**src/core/ntb_reset_pkg.sv**
```systemverilog
package ntb_reset_pkg;
    // timing
    localparam int unsigned CLK_PERIOD_NS      = 8;       // core clock period
    localparam int unsigned PORT_RST_MIN_NS    = 250;     // least reset pulse width
    localparam int unsigned PORT_RST_MIN_CYC   =
        (PORT_RST_MIN_NS + CLK_PERIOD_NS - 1) / CLK_PERIOD_NS;
    localparam int unsigned FULL_RST_CYC       = 16;      // length of device reset pulse
    // register offsets (plain port, byte offset)
    localparam logic [7:0] OFS_CONTROL         = 8'h00;   // mode, propagate, action, select
    localparam logic [7:0] OFS_INT_STATUS      = 8'h04;   // sticky events, clear on read
    localparam logic [7:0] OFS_INT_MASK        = 8'h08;   // interrupt enables
    localparam logic [7:0] OFS_BRIDGE_STATUS   = 8'h0C;   // detection flags and readiness
    localparam logic [7:0] OFS_COMMAND         = 8'h10;   // write-one reset requests
    // control field positions
    localparam int unsigned CTL_NT_MODE        = 0;
    localparam int unsigned CTL_PROP_INT       = 1;
    localparam int unsigned CTL_PROP_EXT       = 2;
    localparam int unsigned CTL_ACT_EN         = 3;
    localparam int unsigned CTL_ACT_LO         = 4;       // reset_action, 2 bits
    localparam int unsigned CTL_OUT_SEL_LO     = 6;       // bridge_reset_output_select, 2 bits
    localparam int unsigned CTL_MSI_SEL        = 8;       // select msi instead of level line
    // interrupt / status event positions
    localparam int unsigned EV_OPP_RESET       = 0;       // opposite side reset detected
    localparam int unsigned EV_OPP_FUND        = 1;       // opposite side fundamental reset
    localparam int unsigned EV_HOT_RESET       = 2;       // internal hot reset started
    localparam int unsigned EV_WIDTH           = 3;
    // command bit positions
    localparam int unsigned CMD_BRIDGE_RST     = 0;       // port c bridge reset bit
    localparam int unsigned CMD_SEC_BUS_RST    = 1;       // upstream secondary bus reset bit
    // reset values
    localparam logic [8:0] CONTROL_RESET       = 9'h000;
    localparam logic [2:0] MASK_RESET          = 3'h0;
    // reset action codes
    localparam logic [1:0] ACT_NONE            = 2'h0;
    localparam logic [1:0] ACT_INT_NOT_READY   = 2'h1;
    localparam logic [1:0] ACT_EXT_NOT_READY   = 2'h2;
    localparam logic [1:0] ACT_BOTH_NOT_READY  = 2'h3;
    // output select codes
    localparam logic [1:0] OUT_SEL_EXTERNAL    = 2'h1;
endpackage : ntb_reset_pkg

```
**src/core/ntb_external_side_reset.sv**
```systemverilog
`timescale 1ns/1ns
// Notes on behaviour
// - propagate set: external reset resets whole device
// - propagate clear: reset only external side layers
// - external registers reset, keep unlocked and capability
// - action enabled: apply coded not-ready action
// - set opposite reset flag, interrupt if enabled
// - set opposite fundamental reset detected flag
// - port c reset is gpio one alternate
// - selected external: port reset at least 250ns
// - global hot reset: gpio inputs, reset undriven
// - hot reset on ts1, link down, writes
// - port reset output is active low
module ntb_external_side_reset
    import ntb_reset_pkg::*;
#(
    parameter int unsigned FULL_CYC = ntb_reset_pkg::FULL_RST_CYC
) (
    // clock and reset
    input  wire logic        clk,
    input  wire logic        rst_n,
    // pins and link events
    input  wire logic        bridge_fundamental_reset_in_n,
    input  wire logic        upstream_hot_reset_ts1,
    input  wire logic        upstream_link_down,
    input  wire logic        gpio1_alt_enable,
    // register port
    input  wire logic [7:0]  reg_addr,
    input  wire logic [31:0] reg_wdata,
    input  wire logic        reg_write,
    input  wire logic        reg_read,
    output logic      [31:0] reg_rdata,
    // gpio pin 1 (port c reset out)
    output logic             gpio1_out,
    output logic             gpio1_oe,
    // resets to the rest of the device
    output logic             device_fundamental_reset,
    output logic             ext_layers_reset,
    output logic             ext_regs_reset,
    output logic             internal_hot_reset,
    // readiness and interrupt
    output logic             internal_not_ready,
    output logic             external_not_ready,
    output logic             irq,
    output logic             msi_req
);
    initial begin
        if (FULL_CYC < 1) $error("ntb_external_side_reset: FULL_CYC must be at least 1");
    end

    localparam int unsigned FW = $clog2(FULL_CYC + 1);

    typedef struct packed {
        logic [8:0]          control;      // mode, propagate, action, select
        logic [EV_WIDTH-1:0] status;       // sticky events
        logic [EV_WIDTH-1:0] mask;         // interrupt enables
        logic                fund_flag;    // opposite fundamental reset detected
        logic                int_nr;       // internal side not ready
        logic                ext_nr;       // external side not ready
        logic                in_prev;      // last sampled reset pin (active high)
        logic [FW-1:0]       full_cnt;     // device reset pulse counter
        logic                dev_rst;      // device fundamental reset out
        logic                ext_rst;      // external layer reset out
        logic                hot;          // internal hot reset pulse
        logic                gpio_input;   // gpio reverted to input
        logic [31:0]         rdata;        // read data
        logic                irq;          // level interrupt
        logic                msi;          // msi pulse
    } top_state_t;

    top_state_t st_reg;
    top_state_t st_next;

    logic ext_in;        // reset pin asserted
    logic ext_edge;      // reset pin newly asserted
    logic propagate;     // either side asks to propagate
    logic ext_only;      // external only reset start
    logic hot_start;     // internal hot reset cause
    logic port_trig;     // start of port reset pulse
    logic port_active;   // port reset held
    logic wr_ctl;
    logic wr_cmd;
    logic [EV_WIDTH-1:0] ev_set;
    logic [EV_WIDTH-1:0] pending;

    // decode of pin and commands
    always_comb begin
        ext_in    = !bridge_fundamental_reset_in_n;
        ext_edge  = ext_in && !st_reg.in_prev && st_reg.control[CTL_NT_MODE];
        propagate = st_reg.control[CTL_PROP_INT] || st_reg.control[CTL_PROP_EXT];
        ext_only  = ext_edge && !propagate;
        wr_ctl    = reg_write && (reg_addr == OFS_CONTROL);
        wr_cmd    = reg_write && (reg_addr == OFS_COMMAND);
        hot_start = upstream_hot_reset_ts1 || upstream_link_down
                    || (wr_cmd && reg_wdata[CMD_BRIDGE_RST])
                    || (wr_cmd && reg_wdata[CMD_SEC_BUS_RST]);
        port_trig = ext_edge && (st_reg.control[CTL_OUT_SEL_LO +: 2] == OUT_SEL_EXTERNAL);
        ev_set               = '0;
        ev_set[EV_OPP_RESET] = ext_only;
        ev_set[EV_OPP_FUND]  = ext_only;
        ev_set[EV_HOT_RESET] = hot_start;
        pending              = st_reg.status & st_reg.mask;
    end

    // port reset pulse: minimum width, extended while pin held
    pulse_stretch #(
        .MIN_CYC (PORT_RST_MIN_CYC)
    ) u_port_stretch (
        .clk     (clk),
        .rst_n   (rst_n),
        .trigger (port_trig),
        .hold    (ext_in),
        .active  (port_active)
    );

    // main next state
    always_comb begin
        st_next         = st_reg;
        st_next.in_prev = ext_in && st_reg.control[CTL_NT_MODE];
        st_next.msi     = 1'b0;
        st_next.hot     = hot_start;
        st_next.rdata   = 32'h0000_0000;
        // device-wide reset pulse on propagated external reset
        if (ext_edge && propagate) begin
            st_next.dev_rst  = 1'b1;
            st_next.full_cnt = FW'(FULL_CYC - 1);
        end else if (st_reg.full_cnt != '0) begin
            st_next.full_cnt = st_reg.full_cnt - FW'(1);
        end else begin
            st_next.dev_rst = 1'b0;
        end
        // external layers held while the pin stays asserted
        st_next.ext_rst = ext_in && st_reg.control[CTL_NT_MODE] && !propagate;
        // register writes
        if (wr_ctl) begin
            st_next.control = reg_wdata[8:0];
        end
        if (reg_write && (reg_addr == OFS_INT_MASK)) begin
            st_next.mask = reg_wdata[EV_WIDTH-1:0];
        end
        // write one to clear not-ready or fund flag in bridge status
        if (reg_write && (reg_addr == OFS_BRIDGE_STATUS)) begin
            if (reg_wdata[0]) st_next.fund_flag = 1'b0;
            if (reg_wdata[1]) st_next.int_nr    = 1'b0;
            if (reg_wdata[2]) st_next.ext_nr    = 1'b0;
        end
        // reads
        if (reg_read) begin
            case (reg_addr)
                OFS_CONTROL:       st_next.rdata = {23'h00_0000, st_reg.control};
                OFS_INT_STATUS: begin
                    st_next.rdata  = {29'h0000_0000, st_reg.status};
                    st_next.status = '0;                                       // clear on read
                end
                OFS_INT_MASK:      st_next.rdata = {29'h0000_0000, st_reg.mask};
                OFS_BRIDGE_STATUS: st_next.rdata = {29'h0000_0000, st_reg.ext_nr,
                                                    st_reg.int_nr, st_reg.fund_flag};
                default:           st_next.rdata = 32'h0000_0000;
            endcase
        end
        // events win over clears
        st_next.status = st_next.status | ev_set;
        if (ext_only) begin
            st_next.fund_flag = 1'b1;
            if (st_reg.control[CTL_ACT_EN]) begin
                case (st_reg.control[CTL_ACT_LO +: 2])
                    ACT_INT_NOT_READY:  st_next.int_nr = 1'b1;
                    ACT_EXT_NOT_READY:  st_next.ext_nr = 1'b1;
                    ACT_BOTH_NOT_READY: begin
                        st_next.int_nr = 1'b1;
                        st_next.ext_nr = 1'b1;
                    end
                    default: ;
                endcase
            end
            if (st_reg.mask[EV_OPP_RESET] && st_reg.control[CTL_MSI_SEL]) begin
                st_next.msi = 1'b1;
            end
        end
        st_next.irq = |(st_next.status & st_reg.mask) && !st_reg.control[CTL_MSI_SEL];
        // global hot reset returns gpio to input mode
        if (hot_start) begin
            st_next.gpio_input = 1'b1;
        end else if (wr_ctl || !gpio1_alt_enable) begin
            st_next.gpio_input = !gpio1_alt_enable;
        end
    end

    // state register
    always_ff @(posedge clk) begin
        if (!rst_n) begin
            st_reg            <= '0;
            st_reg.control    <= CONTROL_RESET;
            st_reg.mask       <= MASK_RESET;
            st_reg.gpio_input <= 1'b1;
        end else begin
            st_reg <= st_next;
        end
    end

    // output register for gpio pin
    logic gpio_out_reg;
    logic gpio_oe_reg;
    always_ff @(posedge clk) begin
        if (!rst_n) begin
            gpio_out_reg <= 1'b1;
            gpio_oe_reg  <= 1'b0;
        end else begin
            gpio_out_reg <= !port_active;
            gpio_oe_reg  <= gpio1_alt_enable && !st_next.gpio_input;
        end
    end

    // outputs
    assign reg_rdata                = st_reg.rdata;
    assign gpio1_out                = gpio_out_reg;
    assign gpio1_oe                 = gpio_oe_reg;
    assign device_fundamental_reset = st_reg.dev_rst;
    assign ext_layers_reset         = st_reg.ext_rst;
    assign ext_regs_reset           = st_reg.ext_rst;
    assign internal_hot_reset       = st_reg.hot;
    assign internal_not_ready       = st_reg.int_nr;
    assign external_not_ready       = st_reg.ext_nr;
    assign irq                      = st_reg.irq;
    assign msi_req                  = st_reg.msi;
endmodule : ntb_external_side_reset

```
**src/core/pulse_stretch.sv**
```systemverilog
`timescale 1ns/1ns
// holds its output for at least MIN_CYC cycles after a trigger and while hold stays high
module pulse_stretch #(
    parameter int unsigned MIN_CYC = 32
) (
    // clock and reset
    input  wire logic clk,
    input  wire logic rst_n,
    // control
    input  wire logic trigger,
    input  wire logic hold,
    output logic      active
);
    localparam int unsigned CW = $clog2(MIN_CYC + 1);
    initial begin
        if (MIN_CYC < 1) $error("pulse_stretch: MIN_CYC must be at least 1");
    end

    typedef struct packed {
        logic [CW-1:0] count;   // remaining cycles
        logic          on;      // output active
    } ps_state_t;

    ps_state_t st_reg;
    ps_state_t st_next;

    // next state: reload on trigger, count down, drop when done and hold gone
    always_comb begin
        st_next = st_reg;
        if (trigger) begin
            st_next.count = CW'(MIN_CYC - 1);
            st_next.on    = 1'b1;
        end else if (st_reg.count != '0) begin
            st_next.count = st_reg.count - CW'(1);
        end else if (!hold) begin
            st_next.on = 1'b0;
        end
    end

    // state register
    always_ff @(posedge clk) begin
        if (!rst_n) begin
            st_reg <= '0;
        end else begin
            st_reg <= st_next;
        end
    end

    assign active = st_reg.on;
endmodule : pulse_stretch

```
**config.mk**
```make
export PLATFORM = sky130hd
export DESIGN_NAME = ntb_external_side_reset
export DESIGN_NICKNAME = d
export VERILOG_FILES = /design/src/core/ntb_reset_pkg.sv /design/src/core/ntb_external_side_reset.sv /design/src/core/pulse_stretch.sv
export SDC_FILE = /design/constraint.sdc
export NUM_CORES = 1
export LEC_CHECK = 0
export BUFFER_PORTS_ARGS = -buffer_cell sky130_fd_sc_hd__buf_4
export CORE_ASPECT_RATIO = 1.4
export CORE_MARGIN = 10
export CORE_UTILIZATION = 43
export DETAILED_ROUTE_END_ITERATION = 7
export PLACE_DENSITY = 0.85
export SETUP_SLACK_MARGIN = 0.4
export SLEW_MARGIN = 15
export SYNTH_ARGS = -nofsm -noshare
export SYNTH_HDL_FRONTEND = slang
export SYNTH_SLANG_ARGS = --single-unit
export TNS_END_PERCENT = 100
```
**constraint.sdc**
```tcl
create_clock -name clk -period 1.63 [get_ports clk]
set_clock_uncertainty 0.15 [all_clocks]
set_input_delay 0.163 -clock clk [delete_from_list [all_inputs] [get_ports clk]]
set_output_delay 0.163 -clock clk [all_outputs]
set_load 0.1 [all_outputs]
```
==> flow_metrics.env <==
export IMPL_status="finished with violations"
export IMPL_violations="negative setup slack"
export IMPL_fin_nets=350
export IMPL_grt_total_usage=0.130
export IMPL_numCtsBuffers=5
export IMPL_maxSlewViolCount=0
export IMPL_place_area_mm2=0.00259
export IMPL_fin_ws_ns=-0.0359
export IMPL_worstHoldPathType="in -> reg"
export IMPL_synth_top_cell_area_share=0.427
export IMPL_fmax_ghz=0.600
export IMPL_path_class="reg -> reg"
export IMPL_crit_buf_inv=0
export IMPL_routedWlPerCell_um=15.8
export IMPL_rsz0062_at_grt="true"
export IMPL_rows=31
export IMPL_syn_area_per_cell_um2=9.41
export IMPL_pre_cts_ws_ns=-0.0516
export IMPL_cts_sinks=48
export IMPL_synth_cell_types=44
export IMPL_period_share=1.02
export IMPL_p_comb_frac=0.359
export IMPL_sw_frac_of_total=0.346
export IMPL_drcViolationCount=0
export IMPL_port_buffers=43
export IMPL_synth_most_common_cell="dfxtp_1"
export IMPL_p_clk_frac=0.240
export IMPL_synth_top_cells_by_count="dfxtp_1 (48), buf_4 (33), nor2_1 (27), mux2i_1 (14), nand2_1 (12)"
export IMPL_crit_slowest_cell="or3b_4"
export IMPL_required_ns=1.69
export IMPL_finish_utilization=0.603
export IMPL_yosysTopAreaCell="dfxtp_1"
export IMPL_power_switching_mw=1.18
export IMPL_grt_ovfl_total=0
export IMPL_grt_pass1_wl_um=9040
export IMPL_cts_root_buf="clkbuf_8"
export IMPL_hpwlAfterDp_um=3970
export IMPL_synthTopCellsByArea="dfxtp_1 (43%), buf_4 (11%), mux2i_1 (6.2%), nor2_1 (4.5%), mux4_2 (3.0%)"
export IMPL_setup_viol=2
export IMPL_end_kind="flop"
export IMPL_fp_coreArea_mm2=0.00512
export IMPL_path_cells="or3b_4, nor3_4, nand3_1, a311oi_2"
export IMPL_fin_area_mm2=0.00309
export IMPL_wirelength_um=5770
export IMPL_netlist_instances=239
export IMPL_critPathMaxStageDelay_ns=0.40
export IMPL_n_antenna_cell=0
export IMPL_ys_async_sr_fraction=0
export IMPL_p_int_mw=2.23
export IMPL_final_hold_violation_count=0
export IMPL_insertion_delay_ns=0.31
export IMPL_synth_warnings=0
export IMPL_ys_flop_type="dfxtp_1"
export IMPL_fin_crit_ns=1.67
export IMPL_cp_start_kind="flop"
export IMPL_dr_pass1_iters=4
export IMPL_synth_edf_count=0
export IMPL_route_vias_total=1849
export IMPL_cap_violations=0
export IMPL_largest_reg_flops=23
export IMPL_ios=90
export IMPL_cts_max_path_buffers=2
export IMPL_die_y_um=106
export IMPL_start_util=0.439
export IMPL_via_per_inst=5.05
export IMPL_peakVddDrop_mv=0.450
export IMPL_pwr_share_seq=0.401
export IMPL_grt_pass1_vias=1954
export IMPL_place_inst=336
export IMPL_fin_tns_setup_ns=-0.0478
export IMPL_die_area_mm2=0.00856
export IMPL_ys_seq_area_frac=0.427
export IMPL_cp_max_fo=4
export IMPL_gp_congestion=0.809
export IMPL_area_growth_synth_to_final_pct=37.2
export IMPL_synth_area_mm2=0.00225
export IMPL_path_clk_slew_ns=0.09
export IMPL_dieWidth_um=81.1
export IMPL_grt_max_degree=23
export IMPL_p_per_area_mw_per_mm2=1100
export IMPL_h_tree_depth=2
export IMPL_drt_iter0_markers=74
export IMPL_cts_tree="built"
export IMPL_crit_arrival_ns=1.73
export IMPL_fin_cells=366
export IMPL_synth_seq_cells=48
export IMPL_drive_gt1_frac=0.387
export IMPL_antenna_left=0
export IMPL_leakage_nw=1.25
export IMPL_antenna_found_initial=0
export IMPL_crit_family="simple AND/OR/NAND/NOR gates"
path summary, 6_finish.rpt:
path | startpoint | endpoint | slack (ns) | cells after the start
min reg2reg | u_port_stretch.active$_SDFFE_PN0P_ | gpio1_out$_SDFF_PN1_ | 0.24 | 1
min | rst_n | gpio1_out$_SDFF_PN1_ | 0.03 | 2
max reg2reg | st_reg[53]$_SDFFE_PN0P_ | external_not_ready$_SDFF_PN0_ | -0.04 | 4
max | st_reg[53]$_SDFFE_PN0P_ | external_not_ready$_SDFF_PN0_ | -0.04 | 4
through the flow:
stage	hold slack [ns]	power [mW]
detailed placement	0.216	2.41
finish	0.0256	3.41
CTS	0.0112	3.35
global route	0.0293	3.59
floorplan	0.0967	2.28
global placement	0.207	2.36
area by class of cell:
| type | instances | area, um2 |
|---|---|---|
| Multi-Input combinational cell | 159 | 1170 |
| Inverter | 11 | 43.8 |
| Timing Repair Buffer | 74 | 697 |
| Clock buffer | 6 | 93.8 |
| Tap cell | 66 | 82.6 |
| Sequential cell | 48 | 982 |
| Clock inverter | 2 | 17.5 |
| Fill cell | 408 | 2030 |
routing by layer:
layer	wire, um	part of all wire	vias to the layer above	track usage
li1	-	-	877	-
met1	2090	0.36	888	0.132
met2	3070	0.53	68	0.235
met3	427	0.074	16	0.0391
met4	187	0.032	0	0.0571
met5	0	0	-	0
power groups by stage:
stage	Combinational (mW)	Clock, mW	Sequential (mW)
floorplan	0.907	0	1.37
global placement	0.985	0	1.37
detailed placement	1.03	0	1.38
CTS	1.16	0.828	1.37
global route	1.35	0.866	1.38
finish	1.22	0.816	1.37
layout by cell type (no fill, tap or decap), drive strengths merged, types with 3 or more instances in the layout:
master,synthesis,routed
and2,8,8
nor2b,6,6
nor2,27,27
a31oi,6,6
dlygate4sd3,0,11
o21a,7,7
dfxtp,48,48
inv,11,11
buf,36,63
and3,3,3
a21oi,6,6
xnor2,3,3
nor3,5,5
ha,3,3
mux2i,14,14
clkbuf,7,6
nor3b,4,4
mux4,3,3
conb,1,23
nand3,5,5
nand2,12,12
what timing repair did:
item,4_1_cts,5_1_grt
setup buffers,8,3
hold endpoints to repair,18,0
hold buffers,11,0
gates resized for setup,36,18
pin swaps,5,5
endpoints found under the setup margin,40,33
kinds of logic after synthesis:
logic type	after synthesis	synth area share
xor gates and xnor gates	4	0.0156
other	1	0.00167
buffers and inverters	54	0.147
AOI/OAI and AO/OA	31	0.0968
muxes	17	0.0924
adders and majority gates	3	0.0167
and+or+nand+nor	81	0.203
DFF	48	0.427
No activity file was read; power rests on OpenSTA's default activity.
